[src/hdl/csp_regs.svh]
// object indices, reset values, field positions and loop constants
`ifndef CSP_REGS_SVH
`define CSP_REGS_SVH

// object dictionary indices
`define CSP_IDX_CTRL      16'h6040
`define CSP_IDX_STAT      16'h6041
`define CSP_IDX_MODE      16'h6060
`define CSP_IDX_POS_ACT   16'h6064
`define CSP_IDX_LAG_WIN   16'h6065
`define CSP_IDX_VEL_ACT   16'h606C
`define CSP_IDX_FRC_LIM   16'h6072
`define CSP_IDX_FRC_ACT   16'h6077
`define CSP_IDX_POS_TGT   16'h607A
`define CSP_IDX_POS_OFS   16'h60B0
`define CSP_IDX_VEL_OFS   16'h60B1
`define CSP_IDX_FRC_OFS   16'h60B2
`define CSP_IDX_LAG_ACT   16'h60F4

// reset values
`define CSP_CTRL_RST      16'h0000
`define CSP_MODE_RST      8'h00
`define CSP_LAG_WIN_RST   32'h000186A0
`define CSP_FRC_LIM_RST   16'h1388

// lag window limits
`define CSP_LAG_WIN_MAX   32'h08000000
`define CSP_LAG_WIN_OFF   32'hFFFFFFFF
`define CSP_LAG_WIN_ZERO  32'h00000000

// mode code for cyclic synchronous position
`define CSP_MODE_CSP      8'h08

// control word bits
`define CSP_CW_ENABLE     3
`define CSP_CW_FLT_RST    7

// status word bits
`define CSP_SW_ENABLED    2
`define CSP_SW_STALE      10
`define CSP_SW_LAG_ERR    13

// loop gains as right shifts
`define CSP_KP_SHIFT      4
`define CSP_KV_SHIFT      4

// target fifo shape
`define CSP_FIFO_W        32
`define CSP_FIFO_D        16

`endif

[src/hdl/csp_pkg.sv]
// shared types for the cyclic position block
package csp_pkg;

  // control sequence run once per sync pulse
  typedef enum logic [4:0] {
    CSP_ST_IDLE  = 5'b00001,
    CSP_ST_SAMP  = 5'b00010,
    CSP_ST_LAG   = 5'b00100,
    CSP_ST_SPEED = 5'b01000,
    CSP_ST_FORCE = 5'b10000
  } csp_state_t;

  // object access request
  typedef struct packed {
    logic        wr;
    logic        rd;
    logic [15:0] index;
    logic [31:0] wdata;
  } csp_obj_req_t;

  // object access answer
  typedef struct packed {
    logic        valid;
    logic        err;
    logic [31:0] rdata;
  } csp_obj_rsp_t;

  // power stage command
  typedef struct packed {
    logic        en;
    logic [15:0] frc;
    logic        lag_fault;
  } csp_drv_t;

endpackage

[src/hdl/csp_top.sv]
// cyclic synchronous position objects, control loops and lag supervision
// ****************************************************************
// ****************************************************************
`timescale 1ns/100ps
`include "csp_regs.svh"

// ****************************************************************
// target fifo
// ****************************************************************
module csp_fifo #(
  parameter int W = 32,
  parameter int D = 16
) (
  // clock and reset
  input  wire logic         core_clk,
  input  wire logic         srst,
  // fill side
  input  wire logic         in_valid,
  input  wire logic [W-1:0] in_data,
  output      logic         in_ready,
  // drain side
  output      logic         out_valid,
  output      logic [W-1:0] out_data,
  input  wire logic         out_ready
);
  localparam int AW = $clog2(D);

  typedef struct packed {
    logic [D-1:0][W-1:0] mem;
    logic [AW-1:0]       wp;
    logic [AW-1:0]       rp;
    logic [AW:0]         cnt;
    logic                rdy;
  } csp_fifo_state_t;

  csp_fifo_state_t r;
  csp_fifo_state_t n;
  logic            push;
  logic            pop;

  // ready is a flop so the port needs no logic behind it
  assign in_ready  = r.rdy;
  assign out_valid = (r.cnt != '0);
  assign out_data  = r.mem[r.rp];
  assign push      = in_valid & r.rdy;
  assign pop       = out_ready & (r.cnt != '0);

  // pointer and count update
  always_comb begin
    n = r;
    if (push) begin
      n.mem[r.wp] = in_data;
      n.wp        = r.wp + 1'b1;
    end
    if (pop) begin
      n.rp = r.rp + 1'b1;
    end
    n.cnt = r.cnt + {{AW{1'b0}}, push} - {{AW{1'b0}}, pop};
    n.rdy = (n.cnt < (AW+1)'(D));
  end

  // state register
  always_ff @(posedge core_clk) begin
    if (srst) begin
      r     <= '0;
      r.rdy <= 1'b1;
    end else begin
      r <= n;
    end
  end
endmodule

// ****************************************************************
// top level
// ****************************************************************
module csp_top (
  // clock and reset
  input  wire logic                 core_clk,
  input  wire logic                 srst,
  // object access port
  input  wire csp_pkg::csp_obj_req_t obj_req,
  output      csp_pkg::csp_obj_rsp_t obj_rsp,
  output      logic                 tgt_ready,
  // network timing and feedback pins
  input  wire logic                 periodic_sync_pulse,
  input  wire logic [31:0]          enc_position,
  input  wire logic [15:0]          frc_sense,
  // power stage
  output      csp_pkg::csp_drv_t    drv
);
  import csp_pkg::*;

  typedef struct packed {
    logic [15:0]  ctrl;
    logic [7:0]   mode;
    logic [31:0]  win;
    logic [15:0]  flim;
    logic [31:0]  pofs;
    logic [31:0]  vofs;
    logic [15:0]  fofs;
    logic [31:0]  tgt;
    logic [31:0]  pos_act;
    logic [31:0]  vel_act;
    logic [15:0]  frc_act;
    logic [31:0]  lag;
    logic [31:0]  vcmd;
    logic         lag_flt;
    logic         stale;
    csp_state_t   st;
    logic         sync_s1;
    logic         sync_s2;
    logic         sync_s3;
    logic [31:0]  pos_s1;
    logic [31:0]  pos_s2;
    logic [15:0]  frc_s1;
    logic [15:0]  frc_s2;
    csp_obj_rsp_t rsp;
    csp_drv_t     drv;
  } csp_top_state_t;

  csp_top_state_t r;
  csp_top_state_t n;

  logic        tgt_push;
  logic        fifo_rdy;
  logic        fifo_vld;
  logic [31:0] fifo_data;
  logic        fifo_pop;
  logic        run;

  // a target write is a stream word; a full fifo refuses it
  assign tgt_push = obj_req.wr & (obj_req.index == `CSP_IDX_POS_TGT);
  assign fifo_pop = (r.st == CSP_ST_SAMP);
  assign run      = (r.mode == `CSP_MODE_CSP) & r.ctrl[`CSP_CW_ENABLE];

  assign obj_rsp   = r.rsp;
  assign drv       = r.drv;
  assign tgt_ready = fifo_rdy;

  csp_fifo #(
    .W (`CSP_FIFO_W),
    .D (`CSP_FIFO_D)
  ) u_tgt_fifo (
    .core_clk  (core_clk),
    .srst      (srst),
    .in_valid  (tgt_push),
    .in_data   (obj_req.wdata),
    .in_ready  (fifo_rdy),
    .out_valid (fifo_vld),
    .out_data  (fifo_data),
    .out_ready (fifo_pop)
  );

  // ****************************************************************
  // next state
  // ****************************************************************
  always_comb begin
    logic signed [32:0] dv;
    logic signed [33:0] fsum;
    logic signed [33:0] flim_s;
    logic [32:0]        mag;
    logic               hit;
    n      = r;
    dv     = $signed({r.vcmd[31], r.vcmd}) - $signed({r.vel_act[31], r.vel_act});
    fsum   = ($signed({dv[32], dv}) >>> `CSP_KV_SHIFT)
             + $signed({{18{r.fofs[15]}}, r.fofs});
    flim_s = $signed({18'h00000, r.flim});
    mag    = r.lag[31] ? (~{1'b1, r.lag} + 33'h000000001) : {1'b0, r.lag};
    // zero window always trips; the all-ones value never does
    hit    = (r.win == `CSP_LAG_WIN_ZERO)
             | ((r.win != `CSP_LAG_WIN_OFF)
                & (mag > {1'b0, r.win}));

    // pin synchronisers; the second stage feeds logic, and sync_s3 also feeds the pulse edge detect
    // the encoder word is not gray coded, so it must hold still near a pulse
    n.sync_s1 = periodic_sync_pulse;
    n.sync_s2 = r.sync_s1;
    n.sync_s3 = r.sync_s2;
    n.pos_s1  = enc_position;
    n.pos_s2  = r.pos_s1;
    n.frc_s1  = frc_sense;
    n.frc_s2  = r.frc_s1;

    // object writes and reads
    n.rsp.valid = obj_req.wr | obj_req.rd;
    n.rsp.err   = 1'b0;
    n.rsp.rdata = 32'h00000000;
    if (obj_req.wr) begin
      case (obj_req.index)
        `CSP_IDX_CTRL:    n.ctrl = obj_req.wdata[15:0];
        `CSP_IDX_MODE:    n.mode = obj_req.wdata[7:0];
        `CSP_IDX_LAG_WIN: begin
          // out of range values clamp, so the read back shows the clamp
          if (obj_req.wdata == `CSP_LAG_WIN_OFF) begin
            n.win = obj_req.wdata;
          end else if (obj_req.wdata > `CSP_LAG_WIN_MAX) begin
            n.win = `CSP_LAG_WIN_MAX;
          end else begin
            n.win = obj_req.wdata;
          end
        end
        `CSP_IDX_FRC_LIM: n.flim = obj_req.wdata[15:0];
        `CSP_IDX_POS_TGT: n.rsp.err = ~fifo_rdy;
        `CSP_IDX_POS_OFS: n.pofs = obj_req.wdata;
        `CSP_IDX_VEL_OFS: n.vofs = obj_req.wdata;
        `CSP_IDX_FRC_OFS: n.fofs = obj_req.wdata[15:0];
        default:          n.rsp.err = 1'b1;   // read-only or absent
      endcase
    end else if (obj_req.rd) begin
      case (obj_req.index)
        `CSP_IDX_CTRL:    n.rsp.rdata = {16'h0000, r.ctrl};
        `CSP_IDX_STAT: begin
          n.rsp.rdata[`CSP_SW_ENABLED] = run;
          n.rsp.rdata[`CSP_SW_STALE]   = r.stale;
          n.rsp.rdata[`CSP_SW_LAG_ERR] = r.lag_flt;
        end
        `CSP_IDX_MODE:    n.rsp.rdata = {24'h000000, r.mode};
        `CSP_IDX_POS_ACT: n.rsp.rdata = r.pos_act;
        `CSP_IDX_LAG_WIN: n.rsp.rdata = r.win;
        `CSP_IDX_VEL_ACT: n.rsp.rdata = r.vel_act;
        `CSP_IDX_FRC_LIM: n.rsp.rdata = {16'h0000, r.flim};
        `CSP_IDX_FRC_ACT: n.rsp.rdata = {16'h0000, r.frc_act};
        `CSP_IDX_POS_TGT: n.rsp.rdata = r.tgt;
        `CSP_IDX_POS_OFS: n.rsp.rdata = r.pofs;
        `CSP_IDX_VEL_OFS: n.rsp.rdata = r.vofs;
        `CSP_IDX_FRC_OFS: n.rsp.rdata = {16'h0000, r.fofs};
        `CSP_IDX_LAG_ACT: n.rsp.rdata = r.lag;
        default:          n.rsp.err   = 1'b1;
      endcase
    end

    // fault reset clears sticky flags; a same-cycle event below wins
    if (obj_req.wr & (obj_req.index == `CSP_IDX_CTRL)
        & obj_req.wdata[`CSP_CW_FLT_RST]) begin
      n.lag_flt = 1'b0;
      n.stale   = 1'b0;
    end

    // control sequence, one pass per sync pulse
    unique case (r.st)
      CSP_ST_IDLE: begin
        if (r.sync_s2 & ~r.sync_s3) begin
          n.st = CSP_ST_SAMP;
        end
      end
      CSP_ST_SAMP: begin
        // a missing target keeps the last one and is flagged
        if (fifo_vld) begin
          n.tgt = fifo_data;
        end else begin
          n.stale = 1'b1;
        end
        n.vel_act = r.pos_s2 - r.pos_act;                 // per sync period
        n.pos_act = r.pos_s2;
        n.frc_act = r.frc_s2;
        n.st      = CSP_ST_LAG;
      end
      CSP_ST_LAG: begin
        n.lag = r.tgt + r.pofs - r.pos_act;
        n.st  = CSP_ST_SPEED;
      end
      CSP_ST_SPEED: begin
        n.vcmd = 32'($signed(r.lag) >>> `CSP_KP_SHIFT) + r.vofs;
        if (hit) begin
          n.lag_flt = 1'b1;
        end
        n.st = CSP_ST_FORCE;
      end
      CSP_ST_FORCE: begin
        // clamp to the force limit before it reaches the power stage
        if (!run) begin
          n.drv.frc = 16'h0000;
        end else if (fsum > flim_s) begin
          n.drv.frc = r.flim;
        end else if (fsum < -flim_s) begin
          n.drv.frc = 16'(-flim_s);
        end else begin
          n.drv.frc = fsum[15:0];
        end
        n.st = CSP_ST_IDLE;
      end
    endcase
    n.drv.en        = run;
    n.drv.lag_fault = n.lag_flt;
  end

  // ****************************************************************
  // state register
  // ****************************************************************
  always_ff @(posedge core_clk) begin
    if (srst) begin
      r      <= '0;
      r.ctrl <= `CSP_CTRL_RST;
      r.mode <= `CSP_MODE_RST;
      r.win  <= `CSP_LAG_WIN_RST;
      r.flim <= `CSP_FRC_LIM_RST;
      r.st   <= CSP_ST_IDLE;
    end else begin
      r <= n;
    end
  end
endmodule

[config.mk]
export PLATFORM = sky130hd
export DESIGN_NAME = csp_top
export DESIGN_NICKNAME = d
export VERILOG_FILES = /design/src/hdl/csp_pkg.sv /design/src/hdl/csp_top.sv
export VERILOG_INCLUDE_DIRS = /design/src /design/src/hdl
export SDC_FILE = /design/constraint.sdc
export NUM_CORES = 2
export LEC_CHECK = 0
export BUFFER_PORTS_ARGS = -buffer_cell sky130_fd_sc_hd__buf_2
export CORE_ASPECT_RATIO = 1.1
export CORE_MARGIN = 1.5
export CORE_UTILIZATION = 63
export CTS_CLUSTER_DIAMETER = 50
export CTS_CLUSTER_SIZE = 14
export DETAILED_ROUTE_END_ITERATION = 10
export GPL_TIMING_DRIVEN = 0
export PLACE_DENSITY = 0.87
export SLEW_MARGIN = 10
export SYNTH_ARGS = -nofsm -noshare
export SYNTH_HDL_FRONTEND = slang
export SYNTH_SLANG_ARGS = --single-unit
[constraint.sdc]
create_clock -name core_clk -period 9.6 [get_ports core_clk]
set_input_delay 0.48 -clock core_clk [delete_from_list [all_inputs] [get_ports core_clk]]
set_output_delay 0.48 -clock core_clk [all_outputs]
set_load 0.05 [all_outputs]
==> results by group <==
Status
  • Status: finished, violations left
  • Failing checks: negative hold slack

Clock network
  • Maximum clock insertion buffer count: 3
  • Cts repair resizes: 0
  • CTS tree: yes
  • TritonCTS Sinks: 1011
  • H-tree lvl count: 3
  • Clock root cell: clkbuf_16
  • Clk pin slew, worst setup/hold paths: 0.06 ns
  • Cts bufs inserted: between 90 and 100
  • Clock latency on the worst-skew pair: 0.72 ns

STA
  • Final Hold Viols: 4
  • Setup violations, final: 0
  • Unrepaired setup endpoints after global routing: no
  • Layout Skew: 0.02926 ns
  • Fmax: roughly 130 MHz
  • Setup_tns: 0 ns
  • Post-layout min period: 7.886 ns
  • Final Slew Violations: 0
  • Final WS setup: about 1.7 ns
  • Part of the cycle the worst path needs: about 82%
  • Worst-Margin Slew: 1.469 ns
  • Slew headroom: 1.850%
  • Worst hold margin: -0.007293 ns

Worst setup path
  • Crit Path Max Fanout: 10
  • CP Capture Type: flip-flop
  • Max incr delay on CP: about 0.5 ns
  • Worst path required time: slightly above 10 ns
  • Crit Path Class: reg2reg
  • Worst EP arrival: about 8.5 ns
  • Setup crit start kind: flip-flop
  • Crit-path slowest cell: a211oi_2

GRT
  • Initial antenna violation count: 9
  • Largest net degree at the start of global routing: 19
  • Tot GR Track Use: 42.84%
  • Grt total ovfl: 0
  • Vias in the first global route: 47960
  • Global-route wire length before repair: 275800 um

Yosys
  • Top cell type's share of synthesized area: approximately 40%
  • Post-synthesis sequential area ratio: 38.98%
  • Largest area contributor in the netlist: dfxtp_1
  • Yosys warnings: 0
  • Synth area leaders: dfxtp_1 (39%), nand2_1 (12%), a21oi_1 (8.6%)
  • Syn avg cell area: 8.154 sq um
  • EDFF count, synth: 0
  • Ys flop type: dfxtp_1
  • Asr flop ratio synth: 0%
  • FF+latch count, synth: 1011
  • Syn_nets: 6748
  • Post-Syn Instances: 6368
  • Synthesized cell area: 0.05193 sq mm
  • Netlist cell types: 94

Die
  • I/O pin cnt: 154
  • Die area: 0.08416 sq mm
  • CORE AREA: 0.08175 sq mm
  • Placement Rows: 110
  • DIE HEIGHT: 304.1 um
  • Starting Density: 63.52%
  • Die Span X: 276.7 um

Cells and area
  • Layout cells sized above 1: around 8.4%
  • Layout area overhead: 10.21%
  • Nets: 7005
  • Core Util, Final: 70.00%
  • FILL cells: 6436
  • Most frequent cells in the layout: nand2_1 (1692), dfxtp_1 (1011), a21oi_1 (895)
  • Multi-input logic area: 0.02855 sq mm
  • Commonest non-fill, non-tap cell in the layout: nand2_1
  • Register area: between 0.02 and 0.025 sq mm

Pwr
  • Clk network pwr share: approximately two fifths
  • Gate power share: 16.2%
  • Internal: around 0.007 W
  • Flop pwr share: 44.1%
  • Cell area power density: 169.1 mW/mm^2
  • Switch Pwr: 0.002836 W
  • Switching Fraction: 29.31%
  • VDD IR max: 0.1704 mV
  • Leakage power figure: roughly 20 nW

Routing
  • DRC violations left: 0
  • Router iterations before antenna repair: 8
  • WL final: 183800 um
  • Via-to-Cell Ratio: between 6 and 7
  • Vias: a little under 50000
  • 1st-iter DRT viols: 5463
  • WL/cell: 23.73 um
  • DRT antenna net count: 0

Run
  • # Max-Cap Violations: 0

Placed design
  • Dpl ws: a little under 2 ns
  • Port-buffer cells: 144
  • RePlAce Congestion: 1.087
  • HPWL after DPL: ~140000 um

Worst hold path
  • HP Class: in2reg
-- through the flow --
step | instances | hold WS (ns) | total power [W] | instance area (sq um)
global route | 7738 | 0.002896 | 0.009940 | 57220
detailed placement | 7577 | 0.4237 | 0.005845 | 54000
floorplan | 6368 | 0.4138 | 0.005377 | 51930
finish | 7743 | -0.007293 | 0.009675 | 57230
global placement | 7576 | 0.4208 | 0.005817 | 53980
CTS | 7733 | 0.0007238 | 0.009587 | 57150
-- what timing repair did --
action	4_1_cts	5_1_grt
hold buffers	8	2
buffers inserted	0	0
endpoints found under the hold margin	8	2
-- layer usage --
metal	routed length, um	part of all wire, %	GRT usage [%]	vias to the layer above
li1	-	-	-	22290
met1	62250	34	47.18	22710
met2	82630	45	69.02	2950
met3	19710	11	10.26	914
met4	19110	10	38.47	8
met5	57	0.031	0	-
-- synth_stat cells (15+ instances only) --
library cell	count
buf_1	28
a211oi_1	27
and3_1	25
o21a_1	35
dfxtp_1	1011
or3_1	27
xor2_1	35
nand2_1	1692
nand3_1	62
a222oi_1	29
nand4_1	51
o31ai_1	15
a21o_1	55
ha_1	244
buf_4	54
nor4_1	33
xnor2_1	126
mux4_2	160
nand2b_1	38
fa_1	35
a31oi_1	48
o21bai_1	17
o21ai_0	106
a221oi_1	46
a21oi_1	895
nor2_1	235
nor3_1	80
nor2b_1	134
o211ai_1	22
and2_1	23
clkbuf_1	400
a22oi_1	29
a22o_1	48
inv_1	297
-- state kept, by name, indices dropped and copies added, names as in the netlist --
signal / count
u_tgt_fifo.in_ready: 1
obj_rsp: 34
r: 383
drv: 18
n: 50
u_tgt_fifo.r: 525
-- cell type report --
class	count	area share [%]
Clock inverter	42	0.8964
Sequential cell	1011	35.37
Tap cell	1064	2.326
Antenna cell	6	0.02624
Buffer	488	3.590
Multi-Input combinational cell	4570	49.88
Inverter	299	1.961
Clock buffer	106	4.464
Timing Repair Buffer	157	1.487
-- cells by family after synthesis --
logic type,synth area share (%)
buffers and inverters,6.118
muxes,7.171
AOI/OAI and AO/OA,17.25
and+or+nand+nor,20.55
DFF,38.98
xor gates and xnor gates,2.716
adders and majority gates,7.229
-- final timing paths --
| path | start | to | slack, ns | cells past startpoint |
|---|---|---|---|---|
| worst max register to register | r[239] | drv[3] | 1.71 | 35 |
| worst min register to register | n[113] | r[113] | 0.44 | 1 |
| worst min-delay path | enc_position[5] | n[89] | -0.007 | 2 |
| worst max-delay path | r[239] | drv[3] | 1.71 | 35 |
-- power by group through the flow --
| stage | clock network, W | registers, W | logic (W) |
|---|---|---|---|
| after CTS | 0.00382 | 0.00426 | 0.00150 |
| after global placement | 0 | 0.00436 | 0.00146 |
| after detailed placement | 0 | 0.00436 | 0.00149 |
| final | 0.00384 | 0.00427 | 0.00157 |
| after floorplan | 0 | 0.00435 | 0.00103 |
| after global routing | 0.00400 | 0.00427 | 0.00167 |
-- critical path: cells and delay by family, from the launching register on --
family,cells,cell delay (ns)
AOI/OAI and AO/OA,18,4.29
and+or+nand+nor,9,1.14
adders and majority gates,3,0.89
xor gates and xnor gates,2,0.59
DFF,1,0.41
buffers and inverters,2,0.27
muxes,1,0.19
No activity file was read; power rests on OpenSTA's default activity.
